==> src/hw/sdram_hold_pkg.sv <==
// shared constants and types for the sdram hold / refresh / direct-write ends
package sdram_hold_pkg;
  // ==========================================================
  // clock and sdram timing
  localparam int CLK_PERIOD_PS = 8000;
  localparam int T_RFC_NS = 70;
  localparam int T_REFI_NS = 7800;
  // least time rounds up, longest time rounds down
  localparam int T_RFC_CYC = (T_RFC_NS * 1000 + CLK_PERIOD_PS - 1) / CLK_PERIOD_PS;
  localparam int T_REFI_CYC = (T_REFI_NS * 1000) / CLK_PERIOD_PS;
  localparam int PEND_LEAD_CYC = 16;
  // margin covers the two-stage synchronisers on both ends
  localparam int ARB_DONE_CYC = T_RFC_CYC + 4;
  localparam int REFI_W = 10;
  localparam int WAIT_W = 8;

  // ==========================================================
  // sdram command encoding {row strobe, column strobe, write enable}, low active
  localparam logic [2:0] CMD_NOP = 3'h7;
  localparam logic [2:0] CMD_REFRESH = 3'h1;
  localparam logic [2:0] CMD_DEACT = 3'h2;
  localparam logic [2:0] CMD_WRITE = 3'h4;

  // ==========================================================
  // refresh cooperation schemes
  typedef enum logic [1:0] {
    SCH_ARBITER = 2'h0,
    SCH_PENDING = 2'h1,
    SCH_START_END = 2'h2
  } refresh_scheme_t;
endpackage

==> src/hw/sdram_link_if.sv <==
// link between the memory port end and the external bus arbiter
`timescale 1ns/1ps
interface sdram_link_if #(parameter int DATA_W = 32);
  // hold handshake
  logic holdReq;
  logic holdAck;
  // refresh timer outputs
  logic refreshPending;
  logic refreshStart;
  logic refreshEnd;
  // memory port command, data and direct-write pins
  logic [2:0] memCmdN;
  logic memAllBanks;
  logic [1:0] memBank;
  logic memCmdOe;
  logic [DATA_W-1:0] memDataOut;
  logic memDataOe;
  logic directStrobeN;
  logic directStrobeAN;
  logic directDirection;
  // arbiter command pins, driven only while it owns the bus
  logic [2:0] arbCmdN;
  logic arbCmdOe;

  modport device_end (
    input holdReq,
    output holdAck, refreshPending, refreshStart, refreshEnd,
    output memCmdN, memAllBanks, memBank, memCmdOe, memDataOut, memDataOe,
    output directStrobeN, directStrobeAN, directDirection
  );
  modport arbiter_end (
    output holdReq, arbCmdN, arbCmdOe,
    input holdAck, refreshPending, refreshStart, refreshEnd
  );
endinterface
==> src/hw/sdram_hold_dev.sv <==
// memory port end: refresh versus bus hold, and direct-write strobe sequencing
//
// Overview of operation
// - refresh due wins over a new hold request
// - no deactivate or hold ack before tRFC
// - external arbitration logic owns the hold request
// - arbiter scheme: arbiter refreshes, internal refresh off
// - pending output; arbiter drops hold, times completion
// - start and end marks; hold off between
// - direct write after normal write drives pins cleanly
// - software avoids direct write latency three when mixing
`timescale 1ns/1ps
module sdram_hold_dev
  import sdram_hold_pkg::*;
#(
  parameter int DATA_W = 32
) (
  // clock, reset, enable
  input wire logic clk,
  input wire logic nrst,
  input wire logic ce,
  // link
  sdram_link_if.device_end link,
  // configuration
  input wire refresh_scheme_t scheme,
  input wire logic [1:0] directWriteLatency,
  // write requests
  input wire logic wrValid,
  input wire logic wrDirect,
  input wire logic [1:0] wrBank,
  input wire logic [DATA_W-1:0] wrData,
  output logic wrReady
);
  initial begin
    if (DATA_W < 1 || DATA_W > 64) begin
      $error("DATA_W out of range");
    end
    if (T_RFC_CYC >= (1 << WAIT_W) || T_REFI_CYC >= (1 << REFI_W)) begin
      $error("timing counters too narrow");
    end
  end

  // ==========================================================
  // hold request comes from the other party: two flip-flops first
  logic holdSync1, holdSync2;
  always_ff @(posedge clk) begin
    if (!nrst) begin
      holdSync1 <= 1'b0;
      holdSync2 <= 1'b0;
    end else if (ce) begin
      holdSync1 <= link.holdReq;
      holdSync2 <= holdSync1;
    end
  end

  // ==========================================================
  // sequencer states
  typedef enum logic [2:0] {
    ST_IDLE = 3'h0,
    ST_RFC = 3'h1,
    ST_DEACT = 3'h2,
    ST_HELD = 3'h3,
    ST_TURN = 3'h4,
    ST_WRITE = 3'h5,
    ST_DLAT = 3'h6
  } dev_state_t;

  dev_state_t state, next_state;
  logic [REFI_W-1:0] refiCnt, next_refiCnt;
  logic refreshDue, next_refreshDue;
  logic [WAIT_W-1:0] waitCnt, next_waitCnt;
  logic [1:0] latCnt, next_latCnt;
  logic holdAck, next_holdAck;
  logic [2:0] cmdN, next_cmdN;
  logic allBanks, next_allBanks;
  logic [1:0] bankOut, next_bankOut;
  logic cmdOe, next_cmdOe;
  logic [DATA_W-1:0] dataOut, next_dataOut;
  logic dataOe, next_dataOe;
  logic strobeN, next_strobeN;
  logic strobeAN, next_strobeAN;
  logic direction, next_direction;
  logic pending, next_pending;
  logic startMark, next_startMark;
  logic endMark, next_endMark;
  logic ready, next_ready;
  logic lastNormal, next_lastNormal;
  logic [1:0] lastBank, next_lastBank;
  logic curDirect, next_curDirect;
  logic [1:0] curBank, next_curBank;
  logic [DATA_W-1:0] curData, next_curData;
  logic refiExpire;

  // ==========================================================
  // next values
  always_comb begin
    next_state = state;
    next_refiCnt = refiCnt;
    next_refreshDue = refreshDue;
    next_waitCnt = waitCnt;
    next_latCnt = latCnt;
    next_holdAck = holdAck;
    next_cmdN = CMD_NOP;
    next_allBanks = 1'b0;
    next_bankOut = bankOut;
    next_cmdOe = cmdOe;
    next_dataOut = dataOut;
    next_dataOe = 1'b0;
    next_strobeN = 1'b1;
    next_strobeAN = 1'b1;
    next_direction = 1'b0;
    next_startMark = 1'b0;
    next_endMark = 1'b0;
    next_ready = 1'b0;
    next_lastNormal = lastNormal;
    next_lastBank = lastBank;
    next_curDirect = curDirect;
    next_curBank = curBank;
    next_curData = curData;

    // interval counter is held at zero when the arbiter refreshes
    refiExpire = (scheme != SCH_ARBITER) && (refiCnt == REFI_W'(T_REFI_CYC - 1));
    if (scheme == SCH_ARBITER) begin
      next_refiCnt = '0;
    end else if (refiExpire) begin
      next_refiCnt = '0;
    end else begin
      next_refiCnt = refiCnt + 1'b1;
    end

    case (state)
      ST_IDLE: begin
        if (refreshDue) begin
          // refresh starts before any hold grant
          next_cmdN = CMD_REFRESH;
          next_waitCnt = WAIT_W'(T_RFC_CYC - 1);
          next_startMark = (scheme == SCH_START_END);
          next_refreshDue = 1'b0;
          next_state = ST_RFC;
        end else if (holdSync2) begin
          next_cmdN = CMD_DEACT;
          next_allBanks = 1'b1;
          next_state = ST_DEACT;
        end else if (wrValid) begin
          next_ready = 1'b1;
          next_curDirect = wrDirect;
          next_curBank = wrBank;
          next_curData = wrData;
          // a bus-turnaround gap keeps our data drivers off the peripheral's
          if (wrDirect && lastNormal && wrBank != lastBank) begin
            next_state = ST_TURN;
          end else begin
            next_state = ST_WRITE;
          end
        end
      end
      ST_RFC: begin
        // deactivate and hold ack wait out the full tRFC
        if (waitCnt != '0) begin
          next_waitCnt = waitCnt - 1'b1;
        end else begin
          next_endMark = (scheme == SCH_START_END);
          if (holdSync2) begin
            next_cmdN = CMD_DEACT;
            next_allBanks = 1'b1;
            next_state = ST_DEACT;
          end else begin
            next_state = ST_IDLE;
          end
        end
      end
      ST_DEACT: begin
        // release the pins and grant the bus
        next_holdAck = 1'b1;
        next_cmdOe = 1'b0;
        next_lastNormal = 1'b0;
        next_state = ST_HELD;
      end
      ST_HELD: begin
        if (!holdSync2) begin
          next_holdAck = 1'b0;
          next_cmdOe = 1'b1;
          next_state = ST_IDLE;
        end
      end
      ST_TURN: begin
        next_state = ST_WRITE;
      end
      ST_WRITE: begin
        next_cmdN = CMD_WRITE;
        next_bankOut = curBank;
        next_lastBank = curBank;
        next_lastNormal = !curDirect;
        if (curDirect) begin
          // peripheral drives the data; strobes and direction held over latency
          next_strobeN = 1'b0;
          next_strobeAN = 1'b0;
          next_direction = 1'b1;
          next_latCnt = directWriteLatency;
          next_state = ST_DLAT;
        end else begin
          next_dataOut = curData;
          next_dataOe = 1'b1;
          next_state = ST_IDLE;
        end
      end
      ST_DLAT: begin
        if (latCnt != 2'h0) begin
          next_latCnt = latCnt - 1'b1;
          next_strobeN = 1'b0;
          next_strobeAN = 1'b0;
          next_direction = 1'b1;
        end else begin
          next_state = ST_IDLE;
        end
      end
      default: begin
        next_state = ST_IDLE;
      end
    endcase

    // expiry sets the flag even in the cycle it is taken
    if (refiExpire) begin
      next_refreshDue = 1'b1;
    end

    // pending mark for the arbiter, shown only in the pending scheme
    next_pending = (scheme == SCH_PENDING) &&
                   (next_refreshDue || next_state == ST_RFC ||
                    refiCnt >= REFI_W'(T_REFI_CYC - PEND_LEAD_CYC));
  end

  // ==========================================================
  // registers
  always_ff @(posedge clk) begin
    if (!nrst) begin
      state <= ST_IDLE;
      refiCnt <= '0;
      refreshDue <= 1'b0;
      waitCnt <= '0;
      latCnt <= 2'h0;
      holdAck <= 1'b0;
      cmdN <= CMD_NOP;
      allBanks <= 1'b0;
      bankOut <= 2'h0;
      cmdOe <= 1'b1;
      dataOut <= '0;
      dataOe <= 1'b0;
      strobeN <= 1'b1;
      strobeAN <= 1'b1;
      direction <= 1'b0;
      pending <= 1'b0;
      startMark <= 1'b0;
      endMark <= 1'b0;
      ready <= 1'b0;
      lastNormal <= 1'b0;
      lastBank <= 2'h0;
      curDirect <= 1'b0;
      curBank <= 2'h0;
      curData <= '0;
    end else if (ce) begin
      state <= next_state;
      refiCnt <= next_refiCnt;
      refreshDue <= next_refreshDue;
      waitCnt <= next_waitCnt;
      latCnt <= next_latCnt;
      holdAck <= next_holdAck;
      cmdN <= next_cmdN;
      allBanks <= next_allBanks;
      bankOut <= next_bankOut;
      cmdOe <= next_cmdOe;
      dataOut <= next_dataOut;
      dataOe <= next_dataOe;
      strobeN <= next_strobeN;
      strobeAN <= next_strobeAN;
      direction <= next_direction;
      pending <= next_pending;
      startMark <= next_startMark;
      endMark <= next_endMark;
      ready <= next_ready;
      lastNormal <= next_lastNormal;
      lastBank <= next_lastBank;
      curDirect <= next_curDirect;
      curBank <= next_curBank;
      curData <= next_curData;
    end
  end

  // ==========================================================
  // pins, all straight from flip-flops
  assign link.holdAck = holdAck;
  assign link.refreshPending = pending;
  assign link.refreshStart = startMark;
  assign link.refreshEnd = endMark;
  assign link.memCmdN = cmdN;
  assign link.memAllBanks = allBanks;
  assign link.memBank = bankOut;
  assign link.memCmdOe = cmdOe;
  assign link.memDataOut = dataOut;
  assign link.memDataOe = dataOe;
  assign link.directStrobeN = strobeN;
  assign link.directStrobeAN = strobeAN;
  assign link.directDirection = direction;
  assign wrReady = ready;
endmodule

==> src/flat_wrapper.sv <==
// flat-port wrapper written by rule: the top's interface ports become plain ports
module sdram_hold_dev_flat import sdram_hold_pkg::*;
#(
  parameter int DATA_W = 32
)
  (clk, nrst, ce, scheme, directWriteLatency, wrValid, wrDirect, wrBank, wrData, wrReady, link_holdReq, link_holdAck, link_refreshPending, link_refreshStart, link_refreshEnd, link_memCmdN, link_memAllBanks, link_memBank, link_memCmdOe, link_memDataOut, link_memDataOe, link_directStrobeN, link_directStrobeAN, link_directDirection);
  sdram_link_if #(.DATA_W(DATA_W)) link_i ();
  input wire logic clk;
  input wire logic nrst;
  input wire logic ce;
  input wire refresh_scheme_t scheme;
  input wire logic [1:0] directWriteLatency;
  input wire logic wrValid;
  input wire logic wrDirect;
  input wire logic [1:0] wrBank;
  input wire logic [DATA_W-1:0] wrData;
  output logic wrReady;
  input wire logic [$bits(link_i.holdReq)-1:0] link_holdReq;
  output wire logic [$bits(link_i.holdAck)-1:0] link_holdAck;
  output wire logic [$bits(link_i.refreshPending)-1:0] link_refreshPending;
  output wire logic [$bits(link_i.refreshStart)-1:0] link_refreshStart;
  output wire logic [$bits(link_i.refreshEnd)-1:0] link_refreshEnd;
  output wire logic [$bits(link_i.memCmdN)-1:0] link_memCmdN;
  output wire logic [$bits(link_i.memAllBanks)-1:0] link_memAllBanks;
  output wire logic [$bits(link_i.memBank)-1:0] link_memBank;
  output wire logic [$bits(link_i.memCmdOe)-1:0] link_memCmdOe;
  output wire logic [$bits(link_i.memDataOut)-1:0] link_memDataOut;
  output wire logic [$bits(link_i.memDataOe)-1:0] link_memDataOe;
  output wire logic [$bits(link_i.directStrobeN)-1:0] link_directStrobeN;
  output wire logic [$bits(link_i.directStrobeAN)-1:0] link_directStrobeAN;
  output wire logic [$bits(link_i.directDirection)-1:0] link_directDirection;
  assign link_i.holdReq = link_holdReq;
  assign link_holdAck = link_i.holdAck;
  assign link_refreshPending = link_i.refreshPending;
  assign link_refreshStart = link_i.refreshStart;
  assign link_refreshEnd = link_i.refreshEnd;
  assign link_memCmdN = link_i.memCmdN;
  assign link_memAllBanks = link_i.memAllBanks;
  assign link_memBank = link_i.memBank;
  assign link_memCmdOe = link_i.memCmdOe;
  assign link_memDataOut = link_i.memDataOut;
  assign link_memDataOe = link_i.memDataOe;
  assign link_directStrobeN = link_i.directStrobeN;
  assign link_directStrobeAN = link_i.directStrobeAN;
  assign link_directDirection = link_i.directDirection;
  sdram_hold_dev #(.DATA_W(DATA_W)) u_core (.clk(clk), .nrst(nrst), .ce(ce), .link(link_i), .scheme(scheme), .directWriteLatency(directWriteLatency), .wrValid(wrValid), .wrDirect(wrDirect), .wrBank(wrBank), .wrData(wrData), .wrReady(wrReady));
endmodule
==> config.mk <==
export PLATFORM = sky130hd
export DESIGN_NAME = sdram_hold_dev_flat
export DESIGN_NICKNAME = d
export VERILOG_FILES = /design/src/hw/sdram_hold_pkg.sv /design/src/hw/sdram_link_if.sv /design/src/hw/sdram_hold_dev.sv /design/src/flat_wrapper.sv
export SDC_FILE = /design/constraint.sdc
export NUM_CORES = 1
export LEC_CHECK = 0
export BUFFER_PORTS_ARGS = -buffer_cell sky130_fd_sc_hd__buf_4
export CAP_MARGIN = 30
export CORE_AREA = 3 3 94 96
export CTS_BUF_LIST = sky130_fd_sc_hd__clkbuf_4 sky130_fd_sc_hd__clkbuf_8
export DETAILED_ROUTE_END_ITERATION = 8
export DIE_AREA = 0 0 97 99
export HOLD_SLACK_MARGIN = 0.1
export PLACE_DENSITY = 0.79
export SKIP_CTS_REPAIR_TIMING = 1
export SLEW_MARGIN = 40
export SYNTH_ARGS = -nofsm -noshare
export SYNTH_HDL_FRONTEND = slang
export SYNTH_SLANG_ARGS = --single-unit
==> constraint.sdc <==
create_clock -name clk -period 4.9 [get_ports clk]
set_input_delay 0.49 -clock clk [delete_from_list [all_inputs] [get_ports clk]]
set_output_delay 0.49 -clock clk [all_outputs]
set_load 0.05 [all_outputs]
## Word level (Yosys, flattened, before mapping)

Index checks and enable logic that the tools add are counted.
W data, S select, Z words.

| storage, ports and cells | value |
|---|---|
| input bits | 44 |
| register bits | 109 |

| operators by class | value |
|---|---|
| eq/ne operators | 16 |
| mux-type cells | 48 |
| $lt $le $gt $ge | 1 |
| bitwise logic cells | 3 |
| reductions and logical operators | 23 |
| $add $sub $neg | 3 |

Operators with widths:

| cell | number |
|---|---|
| $mux W3 | 10 |
| $mux W1 | 21 |
| $pmux W3 S7 | 1 |
| $mux W10 | 2 |
| $mux W8 | 2 |
| $pmux W8 S2 | 1 |
| $pmux W1 S2 | 6 |
| $reduce_bool A2 Y1 | 6 |
| $add A10 B1 Y10 const B | 1 |
| $eq A10 B10 Y1 const B | 1 |
| $ge A10 B10 Y1 const B | 1 |
| $eq A3 B3 Y1 const B | 3 |
| $pmux W3 S3 | 1 |
| $ne A2 B1 Y1 const B | 4 |
| $reduce_and A4 Y1 | 2 |
| $reduce_bool A8 Y1 | 1 |
| $sub A8 B1 Y8 const B | 1 |
| $eq A3 B1 Y1 const B | 2 |
| $eq A3 B2 Y1 const B | 2 |
| $mux W2 | 3 |
| $reduce_and A3 Y1 | 2 |
| $reduce_and A5 Y1 | 1 |
| $logic_and A1 B1 Y1 | 4 |
| $pmux W2 S2 | 1 |
| other kinds (11) | 15 |

## Logic depth before layout (Yosys ltp)

| depth | value |
|---|---|
| depth in word-level cells | 11 |
| depth in mapped cells | 9 |
| mapped depth without buffers | 7 |

## Least setup slack after synthesis

No wires, ideal clock.

| path | value |
|---|---|
| kind | reg2reg |
| start point | reg u_core.waitCnt[0] |
| end point | reg u_core.state[0] |
| clock period less this slack | 1.723 ns |
| path buffers | 0 |
| arrival time | 1.583 ns |
| slack | 3.177 ns |
| required time | 4.761 ns |
| stages on the path, launching flop included | 7 |
| setup time | 0.139 ns |
| cell sequence | dfxtp_1 -> inv_1 -> ha_1 -> nor3b_1 -> a2111oi_2 -> a2111oi_0 -> o21ai_0 |

| between the ends | value |
|---|---|
| cells in the longest elaborated chain, start to end | 3 |

RTL lines:

| what | RTL line | text |
|---|---|---|
| start, declared | sdram_hold_dev.sv:71 | `logic [WAIT_W-1:0] waitCnt, next_waitCnt;` |
| start signal, assigned | sdram_hold_dev.sv:265 | `waitCnt <= next_waitCnt;` |
| $reduce_bool A8 Y1 | sdram_hold_dev.sv:159 | `if (waitCnt != '0) begin` |
| $mux W3 | sdram_hold_dev.sv:159 |  |
| $pmux W3 S7 | sdram_hold_dev.sv:131 | `case (state)` |
| end signal, assigned | sdram_hold_dev.sv:262 | `state <= next_state;` |
| end, declared | sdram_hold_dev.sv:68 | `dev_state_t state, next_state;` |

Every way passes these cells.
A chain may end at the register's enable or synchronous reset.

## Final worst setup path

| path | value |
|---|---|
| start point | reg u_core.state[0] |
| end point | reg u_core.dataOut[14] (netlist: u_core.link.memDataOut[14]) |

| between the ends | value |
|---|---|
| cells in the longest elaborated chain, start to end | 2 |

RTL lines:

| what | RTL line | text |
|---|---|---|
| $eq A3 B3 Y1 | sdram_hold_dev.sv:131 |  |
| $reduce_and A3 Y1 (no line) | -- |  |
| end signal, assigned | sdram_hold_dev.sv:272 | `dataOut <= next_dataOut;` |
| end, declared | sdram_hold_dev.sv:78 | `logic [DATA_W-1:0] dataOut, next_dataOut;` |

Every way passes these cells.

==> reports/results.tsv <==
metric	value	unit
status	completed	
Pwr Density	303	mW/mm2
Setup CP Type	flip-flop to flip-flop	
share of layout cells above drive strength 1	0.191	
final core utilization	0.653	
Primary FF master, synth	dfxtp_1	
WL final	10100	um
post-route ant nets	0	
Worst path max stage delay	0.71	ns
simple-gate portion of the synthesized area	0.267	
Final Instance Area	0.00531	mm2
Via density	5.40	
largest net degree at the start of global routing	82	
total power	1.61	mW
CTS buffer count	9	
total core area	0.00813	mm2
Max Clock Freq	433	MHz
met2 wire len	5000	um
clk_skew	0.0197	ns
critical path arrival	2.53	ns
Yosys top cell area share	0.490	
crit end category	flip-flop	
CP Data Required Time	5.12	ns
Synth Area in Compound Gates	0.137	
# DRC	0	
first-pass GRT wire length	17000	um
relative slew slack	0.458	
CTS Sinks	109	
Critical Path Source Type	flip-flop	
Top Metal Used	met4	
Yosys Warn Count	0	
number of synthesized flops with an enable pin	0	
Synth async-reset ratio	0	
Clock Pin Slew Worst Setup and Hold Paths	0.11	ns
Post-synth top cells	160 x nand2_1, 109 x dfxtp_1, 83 x a21oi_1	
CTS tree	built	
min-delay worst type	primary input to flip-flop	
clock latency on the worst-skew pair	0.37	ns
vias in the first global route	3747	
Final Critical Period	2.31	ns
Hold Path Depth	3	
total gr overflow	0	
synthesis-to-finish area growth	19.4	%
Seq/Total Area, Yosys	0.490	
largest family of logic cells by synthesized area	simple AND/OR/NAND/NOR gates	
Die W	97	um
final number of hold-violating endpoints	0	
GRT Total Usage	0.211	
post-synthesis cell type count	49	
Worst R2R Path Depth	5	
root buf cell	clkbuf_8	
fin crit share	0.472	
H-Tree Depth	3	
Met3 Routed Length	477	um
Yosys reg bits	109	
DRT iter0 DRCs	184	
drt first pass iters	4	
worst slew pin tran	0.812	ns
Layout Nets	680	
Slew Viols, Final	0	
Area contributors post-synth	dfxtp_1 49%, nand2_1 13%, a21oi_1 9.3%, nor2_1 4.0%, xor2_1 2.0%	
adder-cell share of the synthesized area	0.0141	
slowest CP cell	dfxtp_1	
DIE AREA	0.00960	mm2
Final HPWL DP	6960	um
multiplexer share of the synthesized area	0.0112	
area post-placement	0.00510	mm2
M1 WL	4420	um
post-synth top area cell	dfxtp_1	
XOR/XNOR Fraction of Synth Area	0.0315	
antenna violations before repair	0	
Die Y	99	um
Routed WL per cell	13.7	um
Max IR drop VDD	0.000185	V
via count	3999	
Syn Inst Count	560	
FP Rows	33	
# diodes	0	
syn_area_per_cell	7.95	um2
mapped cell area	0.00445	mm2
Clock Tree Buf Depth	2	
Max Cap Viol	0	
placer congestion estimate	0.928	
Initial Util	0.547	
final setup TNS	0	ns
count of final setup violators	0	
RSZ-0062 raised after global routing	false	
io pins	92	
most frequent cell after synthesis	nand2_1	
Post-Syn Nets	609	
leak pwr	2.02	nW
port bufs	91	
Critical Path, Cell by Cell	inv_2 -> or3_1 -> or2_2 -> nand2_1 -> a21oi_1	
worst-path maximum fanout	33	
-- layer usage --
| layer | global-route usage | vias up |
|---|---|---|
| li1 | - | 2005 |
| met1 | 0.267 | 1867 |
| met2 | 0.358 | 107 |
| met3 | 0.0389 | 20 |
| met4 | 0.0853 | 0 |
| met5 | 0 | - |
-- flip-flops by register name (all words and copies together) (netlist names), 2 cells and up --
signal	cells
u_core.refiCnt	10
u_core.link.memDataOut	32
u_core.waitCnt	8
u_core.curData	32
u_core.link.memBank	2
u_core.curBank	2
u_core.state	3
u_core.link.memCmdN	3
u_core.latCnt	2
-- placed cells by master (no fill, tap or decap), drive strengths merged, types with 3 or more instances in the layout --
master / instances
mux2i: 5
or3: 3
nand4b: 3
a2111oi: 3
inv: 12
xnor2: 6
nand3b: 4
ha: 5
nand2: 160
clkbuf: 9
a21oi: 84
nor4: 3
o22ai: 4
o21ai: 12
buf: 95
nor2: 49
dfxtp: 109
xor2: 10
nor3: 7
nor2b: 4
nand3: 14
nand4: 10
-- path summary, 6_finish.rpt --
path / from / to / slack (ns)
setup / recovery: u_core.state[0]$_SDFFE_PN0P_ / u_core.link.memDataOut[14]$_SDFFE_PN0P_ / 2.59
hold / removal: wrData[28] / u_core.curData[28]$_SDFFE_PN0P_ / 0.35
setup reg to reg: u_core.state[0]$_SDFFE_PN0P_ / u_core.link.memDataOut[14]$_SDFFE_PN0P_ / 2.59
hold reg to reg: u_core.curData[19]$_SDFFE_PN0P_ / u_core.link.memDataOut[19]$_SDFFE_PN0P_ / 0.45
-- per-stage QoR --
stage | setup WS (ns) | cells | hold slack (ns)
after floorplan | 3.18 | 560 | 0.432
after global placement | 2.50 | 724 | 0.435
after detailed placement | 2.62 | 724 | 0.445
after CTS | 2.61 | 739 | 0.348
after global routing | 2.35 | 740 | 0.365
final | 2.59 | 740 | 0.355
-- kinds of logic after synthesis --
logic type                 count (synthesis)
AOI/OAI and AO/OA                        111
xor gates and xnor gates                  16
adders and majority gates                  5
buffers and inverters                     45
DFF                                      109
muxes                                      5
and+or+nand+nor                          269
-- where the power goes --
| group | leakage, nW | switching [mW] | internal (mW) |
|---|---|---|---|
| Combinational | 1.05 | 0.100 | 0.0697 |
| Sequential | 0.883 | 0.0265 | 0.912 |
| Clock | 0.0851 | 0.312 | 0.191 |
| Total | 2.02 | 0.439 | 1.17 |
-- critical path, delay by kind of cell (launching register included) --
family | cells | cell delay (ns)
AND/OR/NAND/NOR | 3 | 1.21
flip-flops | 1 | 0.71
buffers and inverters | 1 | 0.15
AO/OA/AOI/OAI | 1 | 0.07
-- layout make-up --
type                       instances  area (um2)
multi-input combinational        406        2050
fill                             716        2820
clock buffer                       9         124
timing repair buffer              95         733
tap                              105         131
clock inverter                     6        57.6
sequential                       109        2180
inverter                          10        37.5
No activity file was read; power rests on OpenSTA's default activity.
